<file path="config.mk">
export PLATFORM = sky130hd
export DESIGN_NAME = cpu_data_move_operands
export DESIGN_NICKNAME = d
export VERILOG_FILES = /design/src/cpu_move_pkg.sv /design/src/cpu_data_move_operands.sv
export VERILOG_INCLUDE_DIRS = /design/src
export SDC_FILE = /design/constraint.sdc
export NUM_CORES = 1
export LEC_CHECK = 0
export ABC_AREA = 1
export BUFFER_PORTS_ARGS = -buffer_cell sky130_fd_sc_hd__buf_2
export CORE_MARGIN = 2
export CORE_UTILIZATION = 31
export CTS_CLUSTER_DIAMETER = 200
export CTS_CLUSTER_SIZE = 12
export DETAILED_ROUTE_END_ITERATION = 12
export SETUP_SLACK_MARGIN = 0.15
export SYNTH_ARGS = -nofsm -noshare
export SYNTH_HDL_FRONTEND = slang
export SYNTH_SLANG_ARGS = --single-unit
export TNS_END_PERCENT = 50
</file>
<file path="constraint.sdc">
create_clock -name clk_i -period 17.45 [get_ports clk_i]
set_input_delay 0 -clock clk_i [delete_from_list [all_inputs] [get_ports clk_i]]
set_output_delay 0 -clock clk_i [all_outputs]
set_load 0.03 [all_outputs]
</file>
<file path="src/cpu_move_map.svh">
`ifndef CPU_MOVE_MAP_SVH
`define CPU_MOVE_MAP_SVH
// Bank-relative general register numbers
`define REG_X 3'd0
`define REG_A 3'd1
`define REG_C 3'd2
`define REG_B 3'd3
`define REG_E 3'd4
`define REG_D 3'd5
`define REG_L 3'd6
`define REG_H 3'd7
// Register pair numbers, pair n holds registers 2n+1 (high) and 2n (low)
`define PAIR_AX 2'd0
`define PAIR_BC 2'd1
`define PAIR_DE 2'd2
`define PAIR_HL 2'd3
// Operand address spans
`define SADDR_LO 16'hfe20
`define SADDR_HI 16'hff1f
`define SADDR_SPLIT 8'h20
`define SADDR_PAGE 8'hfe
`define SFR_PAGE 8'hff
`define SFR_GAP_LO 16'hffd0
`define SFR_GAP_HI 16'hffdf
`define CALL_LO 16'h0800
`define TABLE_LO 16'h0040
// Status word bit positions and reset value
`define PSW_Z 6
`define PSW_RBS1 5
`define PSW_AC 4
`define PSW_RBS0 3
`define PSW_CY 0
`define PSW_RESET 8'h00
// Clock counts of the transfer group
`define CYC_2 6'd2
`define CYC_4 6'd4
`define CYC_5 6'd5
`define CYC_6 6'd6
`define CYC_7 6'd7
`define CYC_8 6'd8
`define CYC_9 6'd9
`define CYC_10 6'd10
`endif

</file>
<file path="src/cpu_move_pkg.sv">
package cpu_move_pkg;
  typedef enum logic [2:0] {
    OP_MOVE, OP_EXCH, OP_CALL, OP_TABLE, OP_REL, OP_WCHK
  } op_t;

  typedef enum logic [3:0] {
    K_REG, K_SADDR, K_SFR, K_ABS, K_PSW,
    K_DE, K_HL, K_HLD, K_HLB, K_HLC
  } kind_t;

  typedef enum logic {S_IDLE, S_EXEC} state_t;

  typedef struct packed {
    op_t         op;
    kind_t       kind;
    logic        to_acc;
    logic        imm;
    logic [2:0]  rsel;
    logic [7:0]  data;
    logic [15:0] addr;
    logic [15:0] pc;
  } req_t;

  typedef struct packed {
    logic        fault;
    logic [5:0]  clocks;
    logic [15:0] target;
  } res_t;
endpackage

</file>
<file path="src/cpu_data_move_operands.sv">
`timescale 1ns/1ps
`include "cpu_move_map.svh"

// Overview of operation
// RL1: general registers X,A,C,B,E,D,L,H are 0..7
// RL2: pairs AX,BC,DE,HL are numbers 0..3
// RL3: short direct spans FE20h-FF1Fh, word form even
// RL4: absolute address full range, word form even
// RL5: short call targets lie in 0800h-0FFFh
// RL6: table references hit even 0040h-007Fh only
// RL7: bit 3 bits, byte 8, word 16
// RL8: word special register operand even addresses only
// RL9: special register forms cannot reach FFD0h-FFDFh
// RL10: status word writes set Z, AC, CY
// RL11: short count for fast RAM, else long
// RL12: external reads add read wait states
// RL13: external writes add write waits; exchange both
// RL14: counts assume fetch from internal program ROM
// RL15: A is byte accumulator, AX word accumulator
// RL16: displacement is signed byte added to PC
// RL17: four register banks chosen by bank flags
// RL18: move copies unchanged; exchange swaps atomically
// RL19: accumulator register move 2, immediate 4 clocks
module cpu_data_move_operands
  import cpu_move_pkg::*;
#(
  parameter logic [15:0] HSRAM_LO = 16'hfb00,
  parameter logic [15:0] HSRAM_HI = 16'hfeff,
  parameter logic [15:0] EXT_LO   = 16'h8000,
  parameter logic [15:0] EXT_HI   = 16'hf7ff
) (
  input  wire logic        clk_i,        // 200 MHz core clock
  input  wire logic        rst_i,        // Synchronous reset
  input  wire logic        req_valid_i,  // Decoded instruction valid
  input  wire req_t        req_i,        // Decoded instruction
  input  wire logic [3:0]  rd_waits_i,   // Expansion read waits
  input  wire logic [3:0]  wr_waits_i,   // Expansion write waits
  input  wire logic [7:0]  mem_rdata_i,  // Read data, cycle after rd
  output logic             ready_o,      // Idle, takes a request
  output logic             done_o,       // Instruction finished
  output res_t             res_o,        // Fault, clocks, target
  output logic             mem_rd_o,     // Data read strobe
  output logic             mem_wr_o,     // Data write strobe
  output logic [15:0]      mem_addr_o,   // Data address
  output logic [7:0]       mem_wdata_o,  // Write data
  output logic [7:0]       acc_o,        // Byte accumulator
  output logic [15:0]      wide_acc_o,   // Word accumulator
  output logic [7:0]       psw_o         // Status word
);

  state_t      st_r;
  req_t        cur_r;
  logic [5:0]  cnt_r;
  logic [5:0]  clk_r;
  logic [15:0] tgt_r;
  logic        fault_r;
  logic        wr_r;
  logic        rd_cap_r;
  logic [7:0]  mdata_r;
  logic [7:0]  psw_r;
  logic [7:0]  regs_r [0:31];
  logic        ready_r;
  logic        done_r;
  res_t        res_r;
  logic        mem_rd_r;
  logic        mem_wr_r;
  logic [15:0] mem_addr_r;
  logic [7:0]  mem_wdata_r;
  logic [7:0]  acc_r;
  logic [15:0] wide_r;

  function automatic logic [4:0] ridx(input logic [1:0] b,
                                      input logic [2:0] r);
    return {b, r}; // see RL17
  endfunction

  function automatic logic in_rng(input logic [15:0] a,
                                  input logic [15:0] lo,
                                  input logic [15:0] hi);
    return (a >= lo) && (a <= hi);
  endfunction

  // Short direct byte maps FE20h..FEFFh then FF00h..FF1Fh
  function automatic logic [15:0] saddr_of(input logic [7:0] o);
    if (o >= `SADDR_SPLIT) begin
      return {`SADDR_PAGE, o}; // see RL3
    end
    return {`SFR_PAGE, o};
  endfunction

  // Returns {short, long} count of a transfer form
  function automatic logic [11:0] base_cyc(input kind_t k,
                                           input logic x,
                                           input logic im);
    logic [5:0] s;
    logic [5:0] l;
    s = `CYC_4;
    l = `CYC_5;
    case (k)
      K_REG: begin
        s = im ? `CYC_4 : `CYC_2; // see RL19
        l = s;
      end
      K_SADDR: begin
        s = im ? `CYC_6 : `CYC_4;
        l = im ? `CYC_7 : (x ? `CYC_6 : `CYC_5);
      end
      K_SFR: begin
        s = im ? `CYC_7 : (x ? `CYC_6 : `CYC_5);
        l = s;
      end
      K_PSW: begin
        s = im ? `CYC_7 : `CYC_5;
        l = s;
      end
      K_ABS, K_HLD: begin
        s = `CYC_8;
        l = x ? `CYC_10 : `CYC_9;
      end
      K_DE, K_HL: begin
        s = `CYC_4;
        l = x ? `CYC_6 : `CYC_5;
      end
      K_HLB, K_HLC: begin
        s = x ? `CYC_8 : `CYC_6;
        l = x ? `CYC_10 : `CYC_7;
      end
      default: begin
        s = `CYC_2;
        l = `CYC_2;
      end
    endcase
    return {s, l};
  endfunction

  logic [1:0]  bank;
  logic [7:0]  a_now;
  logic [15:0] hl_now;
  logic [15:0] ea_c;
  logic [15:0] tgt_c;
  logic        fault_c;
  logic        memacc_c;
  logic        rd_c;
  logic        wr_c;
  logic [5:0]  clk_c;
  logic [11:0] sl_c;
  logic        xch_c;

  assign bank   = {psw_r[`PSW_RBS1], psw_r[`PSW_RBS0]};
  assign a_now  = regs_r[ridx(bank, `REG_A)]; // see RL15
  assign hl_now = {regs_r[ridx(bank, `REG_H)],
                   regs_r[ridx(bank, `REG_L)]}; // see RL2

  // Decode of the offered request
  // Immediate forms carry the short operand offset in addr[7:0]
  always_comb begin
    xch_c    = (req_i.op == OP_EXCH);
    ea_c     = req_i.addr;
    tgt_c    = 16'h0000;
    fault_c  = 1'b0;
    case (req_i.kind)
      K_SADDR: ea_c = saddr_of(req_i.imm ? req_i.addr[7:0] : req_i.data);
      K_SFR:   ea_c = {`SFR_PAGE, req_i.imm ? req_i.addr[7:0] : req_i.data};
      K_DE:    ea_c = {regs_r[ridx(bank, `REG_D)],
                       regs_r[ridx(bank, `REG_E)]};
      K_HL:    ea_c = hl_now;
      K_HLD:   ea_c = hl_now + {8'h00, req_i.data};
      K_HLB:   ea_c = hl_now + {8'h00, regs_r[ridx(bank, `REG_B)]};
      K_HLC:   ea_c = hl_now + {8'h00, regs_r[ridx(bank, `REG_C)]};
      default: ea_c = req_i.addr;
    endcase
    memacc_c = (req_i.kind != K_REG) && (req_i.kind != K_PSW);
    rd_c = memacc_c && !req_i.imm && (req_i.to_acc || xch_c);
    wr_c = memacc_c && (req_i.imm || !req_i.to_acc || xch_c);
    sl_c = base_cyc(req_i.kind, xch_c, req_i.imm);
    if (!memacc_c || in_rng(ea_c, HSRAM_LO, HSRAM_HI)) begin
      clk_c = sl_c[11:6]; // see RL11
    end else begin
      clk_c = sl_c[5:0]; // see RL11
    end
    if (memacc_c && in_rng(ea_c, EXT_LO, EXT_HI)) begin
      if (rd_c) begin
        clk_c = clk_c + {2'b00, rd_waits_i}; // see RL12
      end
      if (wr_c) begin
        clk_c = clk_c + {2'b00, wr_waits_i}; // see RL13
      end
    end
    case (req_i.op)
      OP_MOVE: begin
        if (req_i.imm) begin
          fault_c = !(req_i.kind inside {K_REG, K_SADDR, K_SFR, K_PSW});
        end
      end
      OP_EXCH: begin
        fault_c = req_i.imm || (req_i.kind == K_PSW) ||
                  (req_i.kind == K_REG && req_i.rsel == `REG_A);
      end
      OP_CALL: begin
        tgt_c = `CALL_LO | {5'd0, req_i.addr[10:0]}; // see RL5
      end
      OP_TABLE: begin
        tgt_c = `TABLE_LO | {10'd0, req_i.addr[4:0], 1'b0}; // see RL6
      end
      OP_REL: begin
        tgt_c = req_i.pc + {{8{req_i.data[7]}}, req_i.data}; // see RL16
      end
      OP_WCHK: begin
        tgt_c = ea_c;
        fault_c = ea_c[0] || // see RL4, RL8
                  !(req_i.kind inside {K_SADDR, K_SFR, K_ABS});
        if (req_i.kind == K_SADDR) begin
          fault_c = fault_c || !in_rng(ea_c, `SADDR_LO, `SADDR_HI); // see RL3
        end
      end
      default: fault_c = 1'b1;
    endcase
    // Special register forms never reach the reserved span
    if (req_i.kind == K_SFR && in_rng(ea_c, `SFR_GAP_LO, `SFR_GAP_HI)) begin
      fault_c = 1'b1; // see RL8, RL9
    end
    // Faulted or non-transfer forms retire in the minimum count
    if (fault_c || !(req_i.op inside {OP_MOVE, OP_EXCH})) begin
      clk_c = `CYC_2;
      rd_c  = 1'b0;
      wr_c  = 1'b0;
    end
  end

  logic take;
  logic last;
  assign take = (st_r == S_IDLE) && req_valid_i;
  assign last = (st_r == S_EXEC) && (cnt_r == 6'd1);

  // Sequencing: the count of cycles from take to done is clk_c
  always_ff @(posedge clk_i) begin
    if (rst_i) begin
      st_r    <= S_IDLE;
      cnt_r   <= 6'd0;
      ready_r <= 1'b1;
      done_r  <= 1'b0;
      res_r   <= '0;
      cur_r   <= '0;
      clk_r   <= 6'd0;
      tgt_r   <= 16'h0000;
      fault_r <= 1'b0;
      wr_r    <= 1'b0;
    end else begin
      done_r <= 1'b0;
      case (st_r)
        S_IDLE: begin
          if (req_valid_i) begin
            st_r    <= S_EXEC;
            cnt_r   <= clk_c - 6'd1; // see RL14
            ready_r <= 1'b0;
            cur_r   <= req_i;
            clk_r   <= clk_c;
            tgt_r   <= tgt_c;
            fault_r <= fault_c;
            wr_r    <= wr_c;
          end
        end
        S_EXEC: begin
          cnt_r <= cnt_r - 6'd1;
          if (cnt_r == 6'd1) begin
            st_r    <= S_IDLE;
            ready_r <= 1'b1;
            done_r  <= 1'b1;
            res_r   <= '{fault: fault_r, clocks: clk_r, target: tgt_r};
          end
        end
        default: st_r <= S_IDLE;
      endcase
    end
  end

  // Memory port; read data is caught the cycle after the strobe
  always_ff @(posedge clk_i) begin
    if (rst_i) begin
      mem_rd_r    <= 1'b0;
      mem_wr_r    <= 1'b0;
      mem_addr_r  <= 16'h0000;
      mem_wdata_r <= 8'h00;
      rd_cap_r    <= 1'b0;
      mdata_r     <= 8'h00;
    end else begin
      mem_rd_r <= take && rd_c;
      rd_cap_r <= mem_rd_r;
      if (rd_cap_r) begin
        mdata_r <= mem_rdata_i;
      end
      if (take) begin
        mem_addr_r <= ea_c;
      end
      // Write goes out in the final cycle, after the read for exchanges
      mem_wr_r <= (st_r == S_EXEC) && (cnt_r == 6'd2) && wr_r &&
                  !fault_r; // see RL13
      if ((st_r == S_EXEC) && (cnt_r == 6'd2)) begin
        mem_wdata_r <= cur_r.imm ? cur_r.data : a_now; // see RL18
      end
    end
  end

  logic data_op;
  assign data_op = last && !fault_r &&
                   (cur_r.op inside {OP_MOVE, OP_EXCH});

  // General registers, committed in one cycle so exchange is atomic
  always_ff @(posedge clk_i) begin
    if (rst_i) begin
      for (int i = 0; i < 32; i++) begin
        regs_r[i] <= 8'h00;
      end
    end else if (data_op) begin
      if (cur_r.imm) begin
        if (cur_r.kind == K_REG) begin
          regs_r[ridx(bank, cur_r.rsel)] <= cur_r.data; // see RL7, RL19
        end
      end else if (cur_r.op == OP_EXCH || cur_r.to_acc) begin
        case (cur_r.kind)
          K_REG:   regs_r[ridx(bank, `REG_A)] <=
                     regs_r[ridx(bank, cur_r.rsel)]; // see RL1, RL18
          K_PSW:   regs_r[ridx(bank, `REG_A)] <= psw_r;
          default: regs_r[ridx(bank, `REG_A)] <= mdata_r; // see RL18
        endcase
        if (cur_r.op == OP_EXCH && cur_r.kind == K_REG) begin
          regs_r[ridx(bank, cur_r.rsel)] <= a_now; // see RL18
        end
      end else if (cur_r.kind == K_REG) begin
        regs_r[ridx(bank, cur_r.rsel)] <= a_now; // see RL1
      end
    end
  end

  // Only a status word move touches the flags
  always_ff @(posedge clk_i) begin
    if (rst_i) begin
      psw_r <= `PSW_RESET;
    end else if (data_op && cur_r.op == OP_MOVE &&
                 cur_r.kind == K_PSW && !cur_r.to_acc) begin
      psw_r <= cur_r.imm ? cur_r.data : a_now; // see RL10, RL17
    end
  end

  // Accumulator views lag the register file by one cycle
  always_ff @(posedge clk_i) begin
    if (rst_i) begin
      acc_r  <= 8'h00;
      wide_r <= 16'h0000;
    end else begin
      acc_r  <= a_now; // see RL15
      wide_r <= {a_now, regs_r[ridx(bank, `REG_X)]}; // see RL15
    end
  end

  assign ready_o     = ready_r;
  assign done_o      = done_r;
  assign res_o       = res_r;
  assign mem_rd_o    = mem_rd_r;
  assign mem_wr_o    = mem_wr_r;
  assign mem_addr_o  = mem_addr_r;
  assign mem_wdata_o = mem_wdata_r;
  assign acc_o       = acc_r;
  assign wide_acc_o  = wide_r;
  assign psw_o       = psw_r;

endmodule

</file>
==> flow_results.xml, run 1 <==
<?xml version="1.0" encoding="UTF-8"?>
<metrics>
  <group name="status">
    <metric name="status" unit="">finished clean</metric>
  </group>
  <group name="cts">
    <metric name="ctsLongestPathBuffers" unit="">3</metric>
    <metric name="root_buffer" unit="">sky130_fd_sc_hd__clkbuf_16</metric>
    <metric name="clock_tree_sinks" unit="">393</metric>
    <metric name="cts_resized" unit="">0</metric>
    <metric name="path_clk_slew" unit="ns">0.07</metric>
    <metric name="cts_htree_levels" unit="">2</metric>
    <metric name="tritoncts.num_buffers" unit="">38</metric>
    <metric name="clk_latency" unit="ns">0.59</metric>
    <metric name="cts_tree" unit="">yes</metric>
  </group>
  <group name="synth">
    <metric name="synth.distinct_cells" unit="">63</metric>
    <metric name="post-synth-top-area-cell" unit="">sky130_fd_sc_hd__edfxtp_1</metric>
    <metric name="yosys-top-cells-area" unit="">sky130_fd_sc_hd__edfxtp_1 36%, sky130_fd_sc_hd__dfxtp_1 13%, sky130_fd_sc_hd__nand2_1 8.2%, sky130_fd_sc_hd__nor2_1 7.3%, sky130_fd_sc_hd__o21ai_0 5.3%</metric>
    <metric name="synth_sequential_area_ratio" unit="%">49.0</metric>
    <metric name="synth_ff_type" unit="">sky130_fd_sc_hd__edfxtp_1</metric>
    <metric name="synthesis.area_per_instance" unit="µm²">8.18</metric>
    <metric name="synthesis.instances" unit="">2603</metric>
    <metric name="synth.yosys.warnings" unit="">0</metric>
    <metric name="synth_fp_nets" unit="">2714</metric>
    <metric name="synth_top_cell_area_share" unit="%">36.1</metric>
    <metric name="ys_seq_elements" unit="">393</metric>
    <metric name="synth-edff-count" unit="">256</metric>
    <metric name="synth_async_sr_flop_share" unit="%">0</metric>
    <metric name="syn-cell-area" unit="µm²">21300</metric>
  </group>
  <group name="sta">
    <metric name="fmax" unit="MHz">136</metric>
    <metric name="slew_at_the_pin_with_the_worst_max_slew_slack" unit="ns">1.14</metric>
    <metric name="rsz_0062_raised_after_global_routing" unit="">false</metric>
    <metric name="setup_slack" unit="ns">10.12</metric>
    <metric name="worst_clock_skew" unit="ns">0.0237</metric>
    <metric name="maxSlewHeadroom" unit="%">23.5</metric>
    <metric name="report.final.setup_viol" unit="">0</metric>
    <metric name="final-max-slew-violation-count" unit="">0</metric>
    <metric name="setup_tns" unit="ns">0</metric>
    <metric name="finalHoldViolCount" unit="">0</metric>
    <metric name="period_share" unit="%">42.0</metric>
    <metric name="timing.final.crit_period" unit="ns">7.33</metric>
  </group>
  <group name="detailed_routing">
    <metric name="detail_route.wirelength" unit="mm">81.5</metric>
    <metric name="final_antenna_net_count" unit="">0</metric>
    <metric name="route.detailed.vias_per_inst" unit="">5.60</metric>
    <metric name="drt-wirelength-per-cell" unit="µm">22.5</metric>
    <metric name="detailroute.via_count" unit="">20227</metric>
    <metric name="drtPass1Iterations" unit="">10</metric>
    <metric name="route.detailed.drc" unit="">0</metric>
    <metric name="drt_iter0_markers" unit="">3072</metric>
  </group>
  <group name="global_route">
    <metric name="grt_remaining_overflow" unit="">0</metric>
    <metric name="largest_net_degree_at_the_start_of_global_routing" unit="">87</metric>
    <metric name="grt_pass1_wl" unit="mm">119</metric>
    <metric name="number_of_antenna_violations_at_the_first_check_in_global_routing" unit="">0</metric>
    <metric name="grtUsageTotal" unit="%">22.3</metric>
    <metric name="vias_in_the_first_global_route" unit="">18436</metric>
  </group>
  <group name="worst_setup_path">
    <metric name="worst_setup_path_start_kind" unit="">flip-flop</metric>
    <metric name="crit_required" unit="ns">17.92</metric>
    <metric name="arrival" unit="ns">7.80</metric>
    <metric name="critical-path-slowest-cell" unit="">sky130_fd_sc_hd__inv_2</metric>
    <metric name="worst_path_largest_cell_delay" unit="ns">0.73</metric>
    <metric name="worst_setup_end_kind" unit="">flip-flop</metric>
    <metric name="crit_type" unit="">reg2reg</metric>
    <metric name="critical_path.most_common_cell" unit="">sky130_fd_sc_hd__nand2_1</metric>
    <metric name="worstPathMaxFanout" unit="">73</metric>
  </group>
  <group name="hold_path">
    <metric name="worstHoldPathType" unit="">in2reg</metric>
  </group>
  <group name="die">
    <metric name="std_cell_rows" unit="">96</metric>
    <metric name="core_area" unit="µm²">68300</metric>
    <metric name="num_io_pins" unit="">154</metric>
    <metric name="die-area" unit="µm²">70800</metric>
    <metric name="die_h" unit="µm">266</metric>
    <metric name="initial_core_util" unit="%">31.2</metric>
    <metric name="die_w" unit="µm">266</metric>
  </group>
  <group name="place">
    <metric name="numPortBuffers" unit="">153</metric>
    <metric name="setup_ws_pre_cts" unit="ns">10.28</metric>
    <metric name="placed_wire_length_estimate_after_detailed_placement" unit="mm">57.4</metric>
    <metric name="place_congestion" unit="">0.993</metric>
  </group>
  <group name="final_layout">
    <metric name="num_antenna_cells" unit="">0</metric>
    <metric name="num-fill-cells" unit="">7015</metric>
    <metric name="drive_above_1_share" unit="%">11.5</metric>
    <metric name="area_growth_syn_to_layout" unit="%">14.3</metric>
    <metric name="finish.net_count" unit="">2825</metric>
  </group>
  <group name="power">
    <metric name="max-vdd-ir-drop" unit="V">0.0000628</metric>
    <metric name="power_density_relative_to_cell_area" unit="nW/µm²">89.1</metric>
    <metric name="p_leak" unit="nW">9.56</metric>
    <metric name="total_power" unit="mW">2.17</metric>
  </group>
  <group name="run">
    <metric name="max_cap_viols" unit="">0</metric>
  </group>
</metrics>
## metal layers
metal	wire (µm)	global-route usage [%]	share of wire (%)	vias up
met5	0	0	0	-
met4	3180	8.06	3.9	0
met3	8620	4.57	11	208
met2	36000	34.5	44	1272
met1	33600	30.7	41	9551
li1	-	-	-	9196
## cell families after synthesis
family / Yosys count / share of synthesized area (%)
AO/OA/AOI/OAI: 678 / 19.5
XOR/XNOR: 7 / 0.288
adder cells (fa/ha/maj): 40 / 2.49
buffers and inverters: 383 / 7.18
flip-flops: 393 / 49.0
multiplexers: 1 / 0.0470
AND/OR/NAND/NOR: 1101 / 21.6
## cells in the final DEF (no fill, tap or decap), types with 22 or more instances in the layout
cell type	n
sky130_fd_sc_hd__ha_1	36
sky130_fd_sc_hd__a21oi_1	171
sky130_fd_sc_hd__o22ai_1	22
sky130_fd_sc_hd__buf_4	30
sky130_fd_sc_hd__edfxtp_1	256
sky130_fd_sc_hd__nor2_1	411
sky130_fd_sc_hd__nand2_1	464
sky130_fd_sc_hd__a22oi_1	62
sky130_fd_sc_hd__dlygate4sd3_1	42
sky130_fd_sc_hd__o21ai_0	225
sky130_fd_sc_hd__inv_1	210
sky130_fd_sc_hd__dfxtp_1	136
sky130_fd_sc_hd__clkbuf_16	39
sky130_fd_sc_hd__nand3_1	138
sky130_fd_sc_hd__buf_2	153
sky130_fd_sc_hd__o211ai_1	43
sky130_fd_sc_hd__a22o_1	40
## final timing paths
path | slack, ns | from | cells past startpoint | end
worst max-delay path | 10.12 | flip-flop | 43 | cnt_r[4]$_SDFFE_PP0P_
worst min-delay path | 0.04 | req_i[31] | 5 | mem_addr_o[15]$_SDFFE_PP0P_
worst max register to register | 10.12 | flip-flop | 43 | cnt_r[4]$_SDFFE_PP0P_
worst min register to register | 0.45 | ready_o$_SDFFE_PP1P_ | 2 | ready_o$_SDFFE_PP1P_
## where the power goes
| part | switching [mW] | total [mW] | internal [mW] |
|---|---|---|---|
| Sequential | 0.0283 | 1.05 | 1.02 |
| Clock | 0.368 | 0.780 | 0.412 |
| Combinational | 0.241 | 0.338 | 0.0972 |
| Total | 0.637 | 2.17 | 1.53 |
## critical path: cells and delay by family (launching register included)
kind	cells	cell delay [ns]
flip-flops	1	0.51
XOR/XNOR	1	0.14
AO/OA/AOI/OAI	9	1.27
AND/OR/NAND/NOR	23	2.52
adder cells (fa/ha/maj)	4	1.01
buffers and inverters	6	1.69
## area by class of cell
class,instances,area [µm²],share of cell area (%)
Timing Repair Buffer,225,1410,5.80
Clock inverter,3,33.8,0.139
Tap cell,882,1100,4.53
Sequential cell,393,10400,42.8
Multi-Input combinational cell,1827,9470,38.9
Clock buffer,55,1040,4.25
Inverter,229,862,3.54
## through the flow
step | std cells | utilization (%) | hold WS (ns) | instance area (µm²)
2_1_floorplan | 2603 | - | 0.135 | 21300
5_1_grt | 3614 | 35.6 | 0.0710 | 24300
4_1_cts | 3614 | 35.6 | 0.00395 | 24300
3_5_place_dp | 3514 | 33.4 | 0.240 | 22900
6_report | 3614 | 35.6 | 0.0379 | 24300
3_3_place_gp | 3514 | 33.4 | 0.229 | 22900
## registers in the layout (all words and copies together), names as in the netlist, 8 cells and up, named ones only
| signal | cells |
|---|---|
| cur_r | 20 |
| mdata_r | 8 |
| mem_addr_o | 16 |
| mem_wdata_o | 8 |
| psw_o | 8 |
| regs_r | 256 |
| res_o | 23 |
| tgt_r | 16 |
| wide_acc_o | 16 |
## cells in the mapped netlist, types with 11 or more instances
| master | instances |
|---|---|
| sky130_fd_sc_hd__buf_1 | 15 |
| sky130_fd_sc_hd__nand3_1 | 138 |
| sky130_fd_sc_hd__buf_2 | 11 |
| sky130_fd_sc_hd__a31oi_1 | 16 |
| sky130_fd_sc_hd__o22ai_1 | 22 |
| sky130_fd_sc_hd__a22o_1 | 40 |
| sky130_fd_sc_hd__edfxtp_1 | 256 |
| sky130_fd_sc_hd__o221ai_1 | 19 |
| sky130_fd_sc_hd__o211ai_1 | 43 |
| sky130_fd_sc_hd__a221oi_1 | 14 |
| sky130_fd_sc_hd__clkbuf_1 | 111 |
| sky130_fd_sc_hd__nor2_1 | 414 |
| sky130_fd_sc_hd__or2_2 | 11 |
| sky130_fd_sc_hd__o21ai_1 | 23 |
| sky130_fd_sc_hd__o21ai_0 | 225 |
| sky130_fd_sc_hd__dfxtp_1 | 137 |
| sky130_fd_sc_hd__nand2_1 | 464 |
| sky130_fd_sc_hd__inv_2 | 15 |
| sky130_fd_sc_hd__a22oi_1 | 62 |
| sky130_fd_sc_hd__ha_1 | 36 |
| sky130_fd_sc_hd__a21oi_1 | 171 |
| sky130_fd_sc_hd__nor3_1 | 19 |
| sky130_fd_sc_hd__inv_1 | 211 |
| sky130_fd_sc_hd__buf_4 | 14 |
## repair_timing
action                    4_1_cts  5_1_grt
hold endpoints to repair       55        0
hold buffers                   42        0
buffers inserted                0        0
Power figures use the tool's default switching activity.
==> inputs of run 2 (changes only) <==
--- a/config.mk
+++ b/config.mk
@@ -6,7 +6,7 @@
 export SDC_FILE = /design/constraint.sdc
 export NUM_CORES = 1
 export LEC_CHECK = 0
-export ABC_AREA = 1
+export ABC_AREA = 0
 export BUFFER_PORTS_ARGS = -buffer_cell sky130_fd_sc_hd__buf_2
 export CORE_MARGIN = 2
 export CORE_UTILIZATION = 31
==> constraint.sdc (replaced) <==
create_clock -name clk_i -period 7.15 [get_ports clk_i]
set_input_delay 0 -clock clk_i [delete_from_list [all_inputs] [get_ports clk_i]]
set_output_delay 0 -clock clk_i [all_outputs]
set_load 0.03 [all_outputs]
==> run 2 against run 1 <==
Worst hold slack improved by 0.016 ns. Utilization increased by 0.70 points. Sequential cell count unchanged. Non-clock buffer count increased by 31. Largest power group unchanged. Largest cell class unchanged. Wire length decreased by 3.5%. Die area decreased by 0.50%. Critical endpoint is now cnt_r[5]$_SDFFE_PP0P_. Critical path depth decreased by 11.
==> flow_results.xml, run 2 <==
<?xml version="1.0" encoding="UTF-8"?>
<metrics>
  <group name="sta">
    <metric name="rsz_0062_raised_after_global_routing" unit="">true</metric>
    <metric name="fmax" unit="MHz">149</metric>
    <metric name="timing.final.crit_period" unit="ns">6.71</metric>
    <metric name="report.final.setup_viol" unit="">0</metric>
    <metric name="setup_tns" unit="ns">0</metric>
    <metric name="finalHoldViolCount" unit="">0</metric>
    <metric name="period_share" unit="%">93.8</metric>
    <metric name="final-max-slew-violation-count" unit="">0</metric>
    <metric name="worst_clock_skew" unit="ns">0.0328</metric>
    <metric name="maxSlewHeadroom" unit="%">22.3</metric>
    <metric name="slew_at_the_pin_with_the_worst_max_slew_slack" unit="ns">1.16</metric>
  </group>
  <group name="worst_setup_path">
    <metric name="worst_setup_path_start_kind" unit="">input pin</metric>
    <metric name="worst_setup_end_kind" unit="">flip-flop</metric>
    <metric name="worst_path_largest_cell_delay" unit="ns">0.54</metric>
    <metric name="crit_type" unit="">in2reg</metric>
    <metric name="arrival" unit="ns">7.12</metric>
    <metric name="ff2ff_path_depth" unit="">31</metric>
    <metric name="critical-path-slowest-cell" unit="">sky130_fd_sc_hd__dlygate4sd3_1</metric>
    <metric name="worstPathMaxFanout" unit="">16</metric>
    <metric name="crit_required" unit="ns">7.56</metric>
    <metric name="startpoint" unit="">req_i[46]</metric>
  </group>
  <group name="synth">
    <metric name="synth_simple_gate_area_share" unit="%">15.8</metric>
    <metric name="synth-compound-area-share" unit="%">11.8</metric>
    <metric name="yosys.area_share.adder" unit="%">2.55</metric>
    <metric name="synthesis.instances" unit="">1966</metric>
    <metric name="synth_sequential_area_ratio" unit="%">49.2</metric>
    <metric name="synth_ff_type" unit="">sky130_fd_sc_hd__edfxtp_1</metric>
    <metric name="synth-edff-count" unit="">256</metric>
    <metric name="most_frequent_cell_after_synthesis" unit="">sky130_fd_sc_hd__nor2_1</metric>
    <metric name="synth_top_cells_by_count" unit="">369 x sky130_fd_sc_hd__nor2_1, 256 x sky130_fd_sc_hd__edfxtp_1, 217 x sky130_fd_sc_hd__nand2_1, 137 x sky130_fd_sc_hd__dfxtp_1, 120 x sky130_fd_sc_hd__mux4_2</metric>
    <metric name="synth_top_family_by_area" unit="">simple AND/OR/NAND/NOR gates</metric>
    <metric name="synthMuxAreaShare" unit="%">15.7</metric>
    <metric name="synth_fp_nets" unit="">2077</metric>
    <metric name="synth.yosys.warnings" unit="">0</metric>
    <metric name="synth.distinct_cells" unit="">77</metric>
    <metric name="synthXorXnorAreaFrac" unit="%">1.36</metric>
    <metric name="ys_seq_elements" unit="">393</metric>
    <metric name="syn-cell-area" unit="µm²">21200</metric>
    <metric name="synth_async_sr_flop_share" unit="%">0</metric>
    <metric name="post-synth-top-area-cell" unit="">sky130_fd_sc_hd__edfxtp_1</metric>
    <metric name="yosys-top-cells-area" unit="">sky130_fd_sc_hd__edfxtp_1 36%, sky130_fd_sc_hd__dfxtp_1 13%, sky130_fd_sc_hd__mux4_2 13%, sky130_fd_sc_hd__nor2_1 6.5%, sky130_fd_sc_hd__nand2_1 3.8%</metric>
    <metric name="synth_top_cell_area_share" unit="%">36.3</metric>
    <metric name="synthesis.area_per_instance" unit="µm²">10.8</metric>
  </group>
  <group name="detailed_routing">
    <metric name="route.detailed.vias_per_inst" unit="">5.84</metric>
    <metric name="drt_iter0_markers" unit="">2079</metric>
    <metric name="detailroute.via_count" unit="">17568</metric>
    <metric name="drtPass1Iterations" unit="">8</metric>
    <metric name="final_antenna_net_count" unit="">0</metric>
    <metric name="detail_route.wirelength" unit="mm">78.6</metric>
    <metric name="drt-wirelength-per-cell" unit="µm">26.2</metric>
    <metric name="route.detailed.drc" unit="">0</metric>
  </group>
  <group name="cts">
    <metric name="cts_htree_levels" unit="">2</metric>
    <metric name="root_buffer" unit="">sky130_fd_sc_hd__clkbuf_16</metric>
    <metric name="clk_latency" unit="ns">0.57</metric>
    <metric name="tritoncts.num_buffers" unit="">38</metric>
    <metric name="cts_tree" unit="">yes</metric>
    <metric name="ctsLongestPathBuffers" unit="">3</metric>
    <metric name="clock_tree_sinks" unit="">393</metric>
    <metric name="path_clk_slew" unit="ns">0.06</metric>
  </group>
  <group name="die">
    <metric name="std_cell_rows" unit="">95</metric>
    <metric name="die_h" unit="µm">265</metric>
    <metric name="die_w" unit="µm">265</metric>
    <metric name="core_area" unit="µm²">67400</metric>
    <metric name="die-area" unit="µm²">70500</metric>
    <metric name="num_io_pins" unit="">154</metric>
    <metric name="initial_core_util" unit="%">31.5</metric>
  </group>
  <group name="final_layout">
    <metric name="finalInstanceArea" unit="µm²">24500</metric>
    <metric name="top_reg_by_flops" unit="">regs_r</metric>
    <metric name="seqCellArea" unit="µm²">10400</metric>
    <metric name="largest_register_ffs" unit="">256</metric>
    <metric name="num-fill-cells" unit="">6560</metric>
    <metric name="drive_above_1_share" unit="%">20.2</metric>
    <metric name="area_of_the_multi_input_gates" unit="µm²">10100</metric>
    <metric name="mostFrequentLayoutCells" unit="">369 x sky130_fd_sc_hd__nor2_1, 256 x sky130_fd_sc_hd__edfxtp_1, 217 x sky130_fd_sc_hd__nand2_1</metric>
    <metric name="num_antenna_cells" unit="">0</metric>
    <metric name="finish.net_count" unit="">2225</metric>
    <metric name="layout_commonest_cell" unit="">sky130_fd_sc_hd__nor2_1</metric>
    <metric name="area_growth_syn_to_layout" unit="%">15.5</metric>
  </group>
  <group name="global_route">
    <metric name="number_of_antenna_violations_at_the_first_check_in_global_routing" unit="">1</metric>
    <metric name="grtUsageTotal" unit="%">21.9</metric>
    <metric name="largest_net_degree_at_the_start_of_global_routing" unit="">75</metric>
    <metric name="grt_remaining_overflow" unit="">0</metric>
    <metric name="grt_pass1_wl" unit="mm">115</metric>
    <metric name="vias_in_the_first_global_route" unit="">16908</metric>
  </group>
  <group name="place">
    <metric name="numPortBuffers" unit="">153</metric>
    <metric name="place_congestion" unit="">0.974</metric>
    <metric name="placed_cell_areas" unit="µm²">22800</metric>
    <metric name="placed_wire_length_estimate_after_detailed_placement" unit="mm">58.1</metric>
  </group>
  <group name="status">
    <metric name="status" unit="">finished clean</metric>
  </group>
  <group name="power">
    <metric name="power_density_relative_to_cell_area" unit="nW/µm²">214</metric>
    <metric name="max-vdd-ir-drop" unit="V">0.000138</metric>
    <metric name="p_leak" unit="nW">8.55</metric>
  </group>
  <group name="run">
    <metric name="max_cap_viols" unit="">0</metric>
  </group>
  <group name="hold_path">
    <metric name="worstHoldPathType" unit="">in2reg</metric>
    <metric name="hold-path-cell-count" unit="">3</metric>
    <metric name="hold_path.startpoint" unit="">req_i[49]</metric>
  </group>
</metrics>
[run 2: critical path: cells and delay by family]
kind	cells	cell delay, ns
xor+xnor	2	0.30
fa+ha+maj	4	1.38
buf+inv	4	1.09
compound gates	12	2.82
mux	2	0.35
simple gates	8	1.15
[run 2: layer usage]
metal  part of all wire, %  vias up  wire, µm  global-route usage, %
met5                 0.014        -        11                      0
met4                   4.6        2      3620                   8.93
met3                   9.8      186      7670                   4.20
met2                    46     1120     36500                   35.4
met1                    39     8695     30800                   29.0
li1                      -     7565         -                      -
[run 2: power breakdown]
part / total [mW] / internal (mW) / leakage (nW) / switching, mW
sequential: 2.59 / 2.50 / 3.76 / 0.0982
clock: 1.88 / 1.00 / 0.510 / 0.879
combinational: 0.763 / 0.290 / 4.27 / 0.473
[run 2: kinds of logic after synthesis]
family                     Yosys count
muxes                              174
DFF                                393
AOI/OAI and AO/OA                  382
buffers and inverters              170
and+or+nand+nor                    774
adders and majority gates           41
xor gates and xnor gates            32
[run 2: area by class of cell]
type	count	share of cell area [%]
Sequential cell	393	42.7
Timing Repair Buffer	256	6.84
Clock inverter	2	0.0562
Multi-Input combinational cell	1403	41.4
Inverter	22	0.337
Tap cell	873	4.46
Clock buffer	57	4.26
[run 2: path summary, 6_finish.rpt]
| path | slack (ns) | endpoint |
|---|---|---|
| hold reg to reg | 0.45 | res_o[15]$_SDFFE_PP0P_ |
| setup reg to reg | 0.47 | cnt_r[5]$_SDFFE_PP0P_ |
| hold / removal | 0.05 | cur_r[49]$_SDFFE_PP0P_ |
| setup / recovery | 0.44 | cnt_r[5]$_SDFFE_PP0P_ |
[run 2: stage by stage]
| stage | hold slack, ns | util [%] | total power [mW] | worst slack [ns] | instances |
|---|---|---|---|---|---|
| final | 0.0536 | 36.3 | 5.24 | 0.444 | 3006 |
| after CTS | 0.0169 | 36.1 | 5.25 | 0.271 | 2994 |
| after global placement | 0.238 | 33.8 | 3.35 | 0.502 | 2883 |
| after detailed placement | 0.245 | 33.8 | 3.36 | 0.321 | 2883 |
| after floorplan | 0.0839 | - | 3.09 | 0.168 | 1966 |
| after global routing | 0.0620 | 36.3 | 5.41 | 0.123 | 3006 |
[run 2: timing repair]
item / CTS / global route
gates resized for setup: 0 / 12
setup buffers: 0 / 12
hold buffers: 52 / 0
endpoints found under the setup margin: 0 / 8
endpoints found under the hold margin: 53 / 0
